`config.mk`:
```
export PLATFORM = sky130hd
export DESIGN_NAME = uarx_rx
export DESIGN_NICKNAME = d
export VERILOG_FILES = /design/src/verilog/uarx_pkg.sv /design/src/verilog/uarx_buf.sv /design/src/verilog/uarx_rx.sv
export VERILOG_INCLUDE_DIRS = /design/src /design/src/verilog
export SDC_FILE = /design/constraint.sdc
export NUM_CORES = 1
export LEC_CHECK = 0
export BUFFER_PORTS_ARGS = -buffer_cell sky130_fd_sc_hd__buf_4
export CORE_MARGIN = 5
export CORE_UTILIZATION = 55
export CTS_BUF_LIST = sky130_fd_sc_hd__clkbuf_2 sky130_fd_sc_hd__clkbuf_4 sky130_fd_sc_hd__clkbuf_8
export DETAILED_ROUTE_END_ITERATION = 10
export PLACE_DENSITY = 0.82
export SLEW_MARGIN = 25
export SYNTH_ARGS = -nofsm -noshare
export SYNTH_HDL_FRONTEND = slang
export SYNTH_SLANG_ARGS = --single-unit
export TNS_END_PERCENT = 20
```
`constraint.sdc`:
```
create_clock -name clk -period 3.8 [get_ports clk]
set_input_delay 0.38 -clock clk [delete_from_list [all_inputs] [get_ports clk]]
set_output_delay 0.38 -clock clk [all_outputs]
set_load 0.02 [all_outputs]
```
`src/verilog/uarx_consts.svh`:
```
`ifndef UARX_CONSTS_SVH
`define UARX_CONSTS_SVH
// Samples per bit
`define UARX_SPB_NORM      5'd16
`define UARX_SPB_DBL       5'd8
// First of the three centre samples, as a sample number
`define UARX_CTR_NORM      5'd8
`define UARX_CTR_DBL       5'd4
// Character size codes (data bits minus five, nine is 4)
`define UARX_CSZ_NINE      3'd4
// Receive buffer depth
`define UARX_BUF_DEPTH     2
// Clock rate and default divider
`define UARX_CLK_HZ        40000000
`define UARX_DIV_DEFAULT   16'h0015
`endif

```
`src/verilog/uarx_pkg.sv`:
```
package uarx_pkg;
    // Received character with its status, as it sits in the buffer
    typedef struct packed {
        logic [8:0] data;        // Data bits, ninth bit on top
        logic       stop_err;    // First stop bit read low
        logic       par_err;     // Parity mismatch
    } uarx_char_type;

    // Receiver states, Gray coded along the usual path
    typedef enum logic [2:0] {
        UARX_IDLE  = 3'b000,
        UARX_START = 3'b001,
        UARX_DATA  = 3'b011,
        UARX_PAR   = 3'b010,
        UARX_STOP  = 3'b110
    } uarx_state_type;
endpackage

```
`src/verilog/uarx_buf.sv`:
```
`timescale 1ns/100ps
`include "uarx_consts.svh"
// Two-entry buffer with valid/ready on both sides
module uarx_buf #(
    parameter int WIDTH = 11
) (
    input  wire logic             clk,       // System clock
    input  wire logic             resetn,    // Async reset, low
    input  wire logic             flush,     // Empty the buffer
    input  wire logic [WIDTH-1:0] in_data,   // Word to store
    input  wire logic             in_valid,  // Word offered
    output logic                  in_ready,  // Room for a word
    output logic      [WIDTH-1:0] out_data,  // Oldest word
    output logic                  out_valid, // Word waiting
    input  wire logic             out_ready  // Reader takes word
);
    logic [WIDTH-1:0] mem_r [0:1];
    logic             wp_r;
    logic             rp_r;
    logic [1:0]       cnt_r;
    wire              push = in_valid && in_ready;
    wire              pop  = out_valid && out_ready;

    initial begin
        if (WIDTH < 1) $error("uarx_buf: WIDTH must be positive");
    end

    // Honest full and empty from the fill count
    assign in_ready  = (cnt_r != 2'd2);
    assign out_valid = (cnt_r != 2'd0);
    assign out_data  = mem_r[rp_r];

    // Storage is written only on push, so no reset is needed
    always_ff @(posedge clk) begin
        if (push) begin
            mem_r[wp_r] <= in_data;
        end
    end

    // Pointers and count; flush wins over push and pop
    always_ff @(posedge clk or negedge resetn) begin
        if (!resetn) begin
            wp_r  <= 1'b0;
            rp_r  <= 1'b0;
            cnt_r <= 2'd0;
        end else if (flush) begin
            wp_r  <= 1'b0;
            rp_r  <= 1'b0;
            cnt_r <= 2'd0;
        end else begin
            if (push) wp_r <= ~wp_r;
            if (pop)  rp_r <= ~rp_r;
            if (push && !pop) cnt_r <= cnt_r + 2'd1;
            else if (pop && !push) cnt_r <= cnt_r - 2'd1;
        end
    end
endmodule

```
`src/verilog/uarx_rx.sv`:
```
`timescale 1ns/100ps
`include "uarx_consts.svh"
// Behaviour
// - Sample at 16x baud normally, 8x with double speed select.
// - Idle falling edge starts detection; first low sample is sample one.
// - Start qualified by samples 8,9,10 normal or 4,5,6 double speed.
// - Two or more high qualification samples reject start as noise.
// - Bit phase realigns to every valid start bit.
// - Per-bit counter of 16 or 8 states numbers each sample.
// - Data and parity bits decided by majority of three centre samples.
// - Recover up to first stop bit; further stop bits ignored.
// - First stop bit by majority; zero sets stop-bit error flag.
// - Normal mode accepts new start right after last stop vote sample.
// - With filter enabled, non-address frames are dropped from buffer.
// - Filter enable affects only the receive path, not transmitter.
// - Frame type is first stop bit for 5-8 bits, ninth bit for nine.
// - Type one means address frame, zero means data frame.
// - Filter cleared accepts data; filter set drops every data frame, also after an address.
// - Overrun when buffer full, holding stage full, new start seen.
// - Disabling receiver aborts reception and flushes buffer at once.
// - Address frames set receive complete as usual in filter mode.
module uarx_rx
    import uarx_pkg::*;
#(
    parameter int DIV_W = 16
) (
    input  wire logic                 clk,          // 40 MHz clock
    input  wire logic                 resetn,       // Async reset, low
    input  wire logic                 rx_line,      // Serial input
    input  wire logic                 rx_enable,    // Receiver enable
    input  wire logic                 double_speed_select, // 8x sampling
    input  wire logic                 multiprocessor_filter_enable, // Filter
    input  wire logic [2:0]           char_size,    // 0..3: 5..8, 4: 9
    input  wire logic                 parity_en,    // Parity present
    input  wire logic                 parity_odd,   // Odd parity
    input  wire logic [DIV_W-1:0]     baud_divider, // Sample period - 1
    input  wire logic                 rd_strobe,    // Read takes a char
    output logic [7:0]                data_buffer_port, // Oldest char
    output logic                      received_ninth_bit, // Ninth bit
    output logic                      stop_bit_error_flag, // Frame error
    output logic                      parity_error_flag,   // Parity error
    output logic                      overrun_flag, // Data lost
    output logic                      rx_complete   // Unread data
);
    import uarx_pkg::*;

    initial begin
        if (DIV_W < 1 || DIV_W > 16) $error("uarx_rx: bad DIV_W");
    end

    //------------------------------------------------------------
    // Sample tick and line synchroniser
    //------------------------------------------------------------
    logic [DIV_W-1:0] div_r;
    logic             tick_r;
    logic             sync1_r;
    logic             sync2_r;
    logic             prev_r;

    // Divider gives one-cycle sample enable
    always_ff @(posedge clk or negedge resetn) begin
        if (!resetn) begin
            div_r  <= '0;
            tick_r <= 1'b0;
        end else if (!rx_enable || div_r == '0) begin
            div_r  <= baud_divider;
            tick_r <= rx_enable;
        end else begin
            div_r  <= div_r - 1'b1;
            tick_r <= 1'b0;
        end
    end

    // Two-stage synchroniser; only sync2 is looked at
    always_ff @(posedge clk or negedge resetn) begin
        if (!resetn) begin
            sync1_r <= 1'b1;
            sync2_r <= 1'b1;
            prev_r  <= 1'b1;
        end else begin
            sync1_r <= rx_line;
            sync2_r <= sync1_r;
            if (tick_r) prev_r <= sync2_r;
        end
    end

    //------------------------------------------------------------
    // Recovery state machine
    //------------------------------------------------------------
    uarx_state_type state_r;
    uarx_state_type state_nxt;
    logic [4:0]     samp_r;      // Sample number within bit
    logic [3:0]     bitn_r;      // Data bits taken
    logic [2:0]     vote_r;      // Centre samples
    logic [8:0]     shift_r;
    logic           par_bit_r;
    logic           hold_r;      // Char waiting in holding stage
    uarx_char_type  hold_char_r;
    wire [4:0] spb     = double_speed_select ? `UARX_SPB_DBL
                                             : `UARX_SPB_NORM;
    wire [4:0] ctr     = double_speed_select ? `UARX_CTR_DBL
                                             : `UARX_CTR_NORM;
    wire [4:0] vote_hi = ctr + 5'd2;
    wire       in_vote = (samp_r >= ctr) && (samp_r <= vote_hi);
    wire       vote_done = tick_r && (samp_r == vote_hi);
    wire       bit_end = tick_r && (samp_r == spb);
    // Majority of the three centre samples
    wire [2:0] vote_all = {vote_r[1:0], sync2_r};
    wire       majority = (vote_all[0] & vote_all[1]) |
                          (vote_all[0] & vote_all[2]) |
                          (vote_all[1] & vote_all[2]);
    wire [3:0] nbits   = (char_size == `UARX_CSZ_NINE) ? 4'd9
                                     : {1'b0, char_size} + 4'd5;
    wire       fall    = tick_r && prev_r && !sync2_r;
    // Stop bit ends after its last vote sample in normal mode;
    // double speed waits for the end of the bit
    wire       stop_done = (state_r == UARX_STOP) &&
                           (double_speed_select ? bit_end
                                                : vote_done);
    wire       start_ok  = (state_r == UARX_START) && vote_done &&
                           !majority;
    wire       start_bad = (state_r == UARX_START) && vote_done &&
                           majority;

    // Next state
    always_comb begin
        state_nxt = state_r;
        case (state_r)
            UARX_IDLE:  if (fall) state_nxt = UARX_START;
            UARX_START: if (start_bad) state_nxt = UARX_IDLE;
                        else if (start_ok) state_nxt = UARX_DATA;
            UARX_DATA:  if (bit_end && bitn_r == nbits)
                            state_nxt = parity_en ? UARX_PAR : UARX_STOP;
            UARX_PAR:   if (bit_end) state_nxt = UARX_STOP;
            UARX_STOP:  if (stop_done) state_nxt = UARX_IDLE;
            default:    state_nxt = UARX_IDLE;
        endcase
    end

    // Frame finished: assemble status
    wire [8:0] data_al   = shift_r >> (4'd9 - nbits);
    // Low shift bits still hold the last frame, so only the
    // aligned data bits enter the parity sum
    wire       par_calc  = ^data_al ^ parity_odd;
    wire       stop_bit  = majority;
    wire       frm_type  = (char_size == `UARX_CSZ_NINE) ? data_al[8]
                                                         : stop_bit;
    wire       frm_addr  = frm_type;
    wire       frm_end   = (state_r == UARX_STOP) && vote_done;
    // Filter only gates entry to the buffer
    wire       frm_keep  = !multiprocessor_filter_enable ||
                           frm_addr;

    uarx_char_type buf_in;
    uarx_char_type buf_out;
    logic          buf_ready;
    logic          buf_valid;
    wire           flush = !rx_enable;

    assign buf_in = hold_char_r;

    uarx_buf #(
        .WIDTH ($bits(uarx_char_type))
    ) u_buf (
        .clk       (clk),
        .resetn    (resetn),
        .flush     (flush),
        .in_data   (buf_in),
        .in_valid  (hold_r),
        .in_ready  (buf_ready),
        .out_data  (buf_out),
        .out_valid (buf_valid),
        .out_ready (rd_strobe)
    );

    wire start_seen = (state_r == UARX_IDLE) && fall;
    wire ovr_set = start_seen && hold_r && !buf_ready;
    wire moved   = hold_r && buf_ready;

    // State, sample counter and votes; counter moves on tick only
    always_ff @(posedge clk or negedge resetn) begin
        if (!resetn) begin
            state_r <= UARX_IDLE;
            samp_r  <= 5'd0;
            bitn_r  <= 4'd0;
            vote_r  <= 3'd0;
        end else if (!rx_enable) begin
            state_r <= UARX_IDLE;
            samp_r  <= 5'd0;
            bitn_r  <= 4'd0;
        end else begin
            state_r <= state_nxt;
            if (start_seen) begin
                samp_r <= 5'd2;   // the falling sample was one
                bitn_r <= 4'd0;
            end else if (tick_r) begin
                // Start bit runs on to its own end, so every later
                // bit is voted at its true centre samples
                samp_r <= (samp_r == spb) ? 5'd1 : samp_r + 5'd1;
                if (in_vote) vote_r <= vote_all;
                if (bit_end && state_r == UARX_DATA)
                    bitn_r <= bitn_r + 4'd1;
            end
        end
    end

    // Shift register and holding stage
    always_ff @(posedge clk or negedge resetn) begin
        if (!resetn) begin
            shift_r     <= 9'h000;
            par_bit_r   <= 1'b0;
            hold_r      <= 1'b0;
            hold_char_r <= '0;
        end else if (!rx_enable) begin
            hold_r <= 1'b0;
        end else begin
            if (vote_done && state_r == UARX_DATA)
                shift_r <= {majority, shift_r[8:1]};
            if (vote_done && state_r == UARX_PAR)
                par_bit_r <= majority;
            if (moved) hold_r <= 1'b0;
            if (frm_end && frm_keep) begin
                hold_r               <= 1'b1;
                hold_char_r.data     <= data_al;
                hold_char_r.stop_err <= !stop_bit;
                hold_char_r.par_err  <= parity_en &&
                                        (par_calc != par_bit_r);
            end
        end
    end

    // Overrun flag: set wins over the clear by a successful move
    always_ff @(posedge clk or negedge resetn) begin
        if (!resetn) overrun_flag <= 1'b0;
        else if (!rx_enable) overrun_flag <= 1'b0;
        else if (ovr_set) overrun_flag <= 1'b1;
        else if (moved) overrun_flag <= 1'b0;
    end

    // Outputs show the oldest buffered character, zero when empty
    always_ff @(posedge clk or negedge resetn) begin
        if (!resetn) begin
            data_buffer_port    <= 8'h00;
            received_ninth_bit  <= 1'b0;
            stop_bit_error_flag <= 1'b0;
            parity_error_flag   <= 1'b0;
        end else begin
            data_buffer_port    <= buf_valid ? buf_out.data[7:0] : 8'h00;
            received_ninth_bit  <= buf_valid && buf_out.data[8];
            stop_bit_error_flag <= buf_valid && buf_out.stop_err;
            parity_error_flag   <= buf_valid && buf_out.par_err;
        end
    end

    assign rx_complete = buf_valid;
endmodule

```
Yosys cells after proc, flatten, opt, wreduce, memory -nomap -nowiden
Memories as Yosys holds them, arrays and structs flattened.
Index checks and enable logic that the tools add are counted.

storage, ports and cells
  bits in registers = 72
  bits in writable memories = 22
  input port bits = 28
  output and inout bits = 13
  word-level logic and storage cells = 150
  memories = 1

memories
  memory       depth  bits a word  rd ports  clocked after memory_dff  wr ports  line            RTL
  u_buf.mem_r  2      11           1         0                         1         uarx_buf.sv:17  logic [WIDTH-1:0] mem_r [0:1];

cells by class
  add/subtract/negate cells = 8
  $lt $le $gt $ge = 2
  equality and inequality tests = 22
  shift operators = 1
  muxes and demuxes = 39
  bitwise logic cells = 9
  reductions and logical operators = 45

operators with widths
  operator                 number
  $logic_and A1 B1 Y1      26
  $mux W5                  5
  $mux W3                  8
  $mux W4                  6
  $logic_not A16 Y1        1
  $mux W16                 1
  $sub A16 B1 Y16 const B  1
  $ne A3 B1 Y1 const B     5
  $pmux W3 S5              1
  $mux W1                  14
  $ne A3 B3 Y1 const B     4
  $eq A5 B5 Y1             2
  $reduce_xor A9 Y1        1
  $shr A9 B4 Y9            1
  $mux W8                  1
  $reduce_and A2 Y1        4
  $logic_not A1 Y1         7
  $eq A3 B2 Y1 const B     2
  $eq A3 B3 Y1 const B     2
  $mux W2                  3
  $add A4 B2 Y5 const B    1
  $add A5 B1 Y5 const B    1
  $ge A5 B4 Y1             1
  $le A5 B5 Y1             1
  other kinds (20)         27

Depth between registers and ports, before layout
  depth after elaboration = 10
  depth in mapped cells = 13
  depth with buffers taken out = 12

Cells and area by module
A second synthesis with hierarchy kept.

unflattened totals
  cells, all modules = 448
  area, all modules = 4902.2 µm²

by module, submodules not included
  module    instances  cells each  area an instance (µm²)  sequential area each (µm²)
  uarx_rx   1          390         3882.5                  1705.4
  uarx_buf  1          58          1019.7                  760.7

Worst setup path after synthesis
Ideal clock, no wire load.

  path kind = in2reg
  start point = in char_size[0]
  end point = reg hold_char_r (netlist bit buf_in[0])
  library setup time = 0.125 ns
  arrival time = 2.856 ns
  required time = 3.675 ns
  slack = 0.819 ns
  cell stages on the path = 12
  path buffers = 1
  cells stage by stage = inv_1 > ha_1 > clkbuf_1 > inv_2 > ha_1 > inv_1 > mux4_2 > xnor2_1 > o2111a_2 > o2111a_1 > nor4_1 > nand2_1

on the way
  longest elaborated chain between the ends = 8
  elaborated cells between the ends (all ways) = 13
  classes of those cells = 2 x add/sub; 2 x eq/ne; 1 x shift; 2 x mux; 1 x bitwise; 5 x reduce/logical

RTL lines
  what                                                             line                            RTL
  start: declaration                                               uarx_rx.sv:33                   input wire logic [2:0] char_size,
  $add A3 B3 Y4 / $eq A3 B3 Y1 (equally long branches)             --
  $mux W4                                                          uarx_rx.sv:112                  wire [3:0] nbits = (char_size == `UARX_CSZ_NINE) ? 4'd9
  $sub A4 B4 Y4                                                    uarx_rx.sv:141                  wire [8:0] data_al = shift_r >> (4'd9 - nbits);
  $shr A9 B4 Y9                                                    uarx_rx.sv:141
  $reduce_xor A9 Y1 / $mux W1 (equally long branches)              uarx_rx.sv:144, uarx_rx.sv:146
  $xor A1 B1 Y1 / $logic_or A1 B1 Y1 (equally long branches)       uarx_rx.sv:144, uarx_rx.sv:151
  $ne A1 B1 Y1 / $logic_and A1 B1 Y1 (equally long branches)       uarx_rx.sv:227, uarx_rx.sv:222
  $logic_and A1 B1 Y1 / $reduce_and A2 Y1 (equally long branches)  --
  end: declaration                                                 uarx_rx.sv:98                   uarx_char_type hold_char_r;

Several ways; a longest one is shown, not always the timed one.
A chain may end at the register's enable or synchronous reset.

Final worst setup path
Same ends and word-level chain as after synthesis.

==> impl_results.md <==
- Status: completed
- Port bufs: 40
- Register area share after synthesis: 0.517
- Die Span X: between 100 and 150 um
- RSZ-0062 raised after global routing: false
- Clk sinks: 94
- Synth warn: 0
- Shortest period the worst path allows: between 3000 and 4000 ps
- Total number of vias: between 3000 and 4000
- Synthesized Nets: just under 500
- Synthesized area per cell: approximately 11 um2
- Synth Flop Type: dfrtp_1
- WL/cell: between 10 and 15 um
- Worst-path maximum fanout: 12
- Placed instance count: ~600
- Crit path to: buf_in[0]$_DFFE_PN0P_
- Final net count: 528
- Achievable frequency: 0.318 GHz
- Worst r2r path cells: 7
- Max VDD drop: ~0.24 mV
- Synthesis-to-finish area growth: 11.7%
- Pre-CTS setup slack: between 300 and 400 ps
- GP Congestion: around 0.9
- Worst endpoint required time: 4040 ps
- CTS Buffer Depth: 2
- Post-CTS resize count: 0
- Clk_lat worst skew: roughly 360 ps
- Initial core utilization: 0.555
- Final setup TNS: 0 ps
- Vias in the first global route: between 3000 and 4000
- CTS Root Cell: clkbuf_8
- Antenna violations before repair: 0
- Final ANT Viol Nets: 0
- CTS HTree Levels: 3
- CP endpoint kind: flip-flop
- CP Launch Point: char_size[0]
- # setup viols final: 0
- Post-synth EDFFs: 22
- Post-synth ARST share: 0.766
- Via density: ~5.7
- Number of diodes: 0
- Worst rel slew slack: 0.378
- Hold buffer count at CTS: 0
- Die height: between 100 and 150 um
- CP Class: input port to flip-flop
- DR iter-0 viols: 216
- CTS tree: done
- Rows: 34
- Reg2Reg Capture Point: state_r[0]$_DFFE_PN0P_
- Tcrit/Tclk final: 0.828
- Netlist Area Pre-Place: 4770 um2
- Final Non-Filler Cells: ~600
- Pre-Repair DR Iteration Count: 6
- Largest net degree at the start of global routing: 73
- Hold Violations, Final: 0
- DRC Markers: 0
- Max Slew Vio Count: 0
- Flop-to-flop setup slack: around 900 ps
- Die area: about 11000 um2
- Setup ws final: roughly 650 ps
- CTS buffer count: 9
- Gr ovfl total: 0
- CP startpoint kind: input port
- Global-route wire length before repair: around 15000 um
- Post-Syn Instances: between 400 and 500
- Post-DP HPWL: 6360 um
- Filler instances: roughly 690
- Pwr per Cell Area: ~350 nW/um2
- Fin Clk Skew: ~16 ps
- Core Area: 8590 um2
- I/O Pins: between 40 and 50
- Layout cells sized above 1: 0.168
- Worst Path Arrival: ~3400 ps
- WL final: 8860 um
- Leakage power: roughly 0.0022 uW
- Total track usage: 0.182
- Max-Cap Viols: 0
- Worst hold path class: input port to async pin
- Reg clk slew, reported paths: 100 ps
- Worst slew pin tran: ~930 ps
- Number of distinct library cells after synthesis: 59
- Post-CTS Setup Bufs: 0
- Reg-to-reg startpoint: samp_r[3]$_DFFE_PN0P_
- Post-synthesis register bit count: 94
synth_stat cells (3+ instances only):
master | number | area [um2]
dfrtp_1 | 69 | 1730
nand2_1 | 56 | 210
nor2_1 | 44 | 165
o21ai_0 | 39 | 195
edfxtp_1 | 22 | 661
inv_1 | 20 | 75.1
xnor2_1 | 20 | 175
a21oi_1 | 16 | 80.1
mux2i_1 | 16 | 160
clkbuf_1 | 13 | 48.8
nor3_1 | 12 | 60.1
xor2_1 | 12 | 105
ha_1 | 11 | 138
nand3_1 | 10 | 50.1
mux2_2 | 9 | 101
nor4_1 | 5 | 31.3
or3_1 | 5 | 31.3
a211oi_1 | 4 | 30.0
mux4_2 | 4 | 90.1
nand2b_1 | 4 | 25.0
nor2b_1 | 4 | 25.0
a31oi_1 | 3 | 18.8
and3_1 | 3 | 18.8
dfstp_2 | 3 | 78.8
nor4b_1 | 3 | 26.3
o211ai_1 | 3 | 22.5
o31ai_1 | 3 | 22.5
flip-flops by register name, summed over array words and instances (netlist names), 2 cells and up:
| signal | flops |
|---|---|
| u_buf.mem_r | 22 |
| div_r | 16 |
| buf_in | 11 |
| shift_r | 9 |
| data_buffer_port | 8 |
| samp_r | 5 |
| bitn_r | 4 |
| state_r | 3 |
| u_buf.cnt_r | 2 |
| vote_r | 2 |
layout make-up:
type / count / area (um2) / share of cell area
sequential: 94 / 2470 / 0.463
multi-input combinational: 321 / 2150 / 0.403
timing repair buffer: 42 / 315 / 0.0592
clock buffer: 11 / 145 / 0.0272
tap: 108 / 135 / 0.0254
inverter: 21 / 78.8 / 0.0148
clock inverter: 5 / 41.3 / 0.00775
report_power, final:
part | internal (uW) | switching [uW]
combinational | 71.8 | 101
sequential | 1050 | 18.9
clock | 270 | 349
per-stage QoR:
step,hold WS (ps),power (uW),utilization,area (um2)
finish,121,1860,0.620,5330
global route,93.1,1950,0.620,5330
CTS,104,1890,0.620,5330
detailed placement,349,1260,0.598,5140
global placement,346,1250,0.598,5140
floorplan,84.4,1200,-,4770
placed cells by master (no fill, tap or decap), types with 10 or more instances in the layout:
master,n
dfrtp_1,69
nand2_1,56
nor2_1,44
buf_4,42
o21ai_0,39
edfxtp_1,22
inv_1,20
xnor2_1,20
mux2i_1,16
a21oi_1,16
nor3_1,12
xor2_1,12
ha_1,11
nand3_1,10
clkbuf_8,10
cells by family (layout without fill, tap and decap cells):
family,after synthesis,count (layout),share of synthesized area
simple gates,158,158,0.154
flops,94,94,0.517
compound gates,87,87,0.117
buf+inv,38,79,0.0333
xor+xnor,32,32,0.0587
mux,32,32,0.0894
fa+ha+maj,12,12,0.0309
worst min path at each step:
stage / start / to / slack, ps / depth (start not counted)
3_5_place_dp: sync1_r$_DFF_PN1_ / sync2_r$_DFF_PN1_ / 350 / 0
5_1_grt: rx_line / sync1_r$_DFF_PN1_ / 90 / 1
6_report: resetn / div_r[7]$_DFF_PN0_ / 120 / 1
3_3_place_gp: sync1_r$_DFF_PN1_ / sync2_r$_DFF_PN1_ / 350 / 0
2_1_floorplan: resetn / bitn_r[0]$_DFFE_PN0P_ / 80 / 0
4_1_cts: rx_line / sync1_r$_DFF_PN1_ / 100 / 1
critical path, cell delays in order:
cell	delay [ps]
buf_4	110
inv_1	50
ha_1	440
inv_2	170
ha_1	270
xnor2_1	710
nor3_1	130
o21ai_0	270
a211oi_1	170
o2111a_1	300
nor4_1	290
nand2_1	80
per-layer routing:
layer  track usage  wire length, um
met4        0.0498               95
met5             0                0
met3        0.0447              480
met2         0.301             4320
met1         0.239             3970
Power figures use the tool's default switching activity.
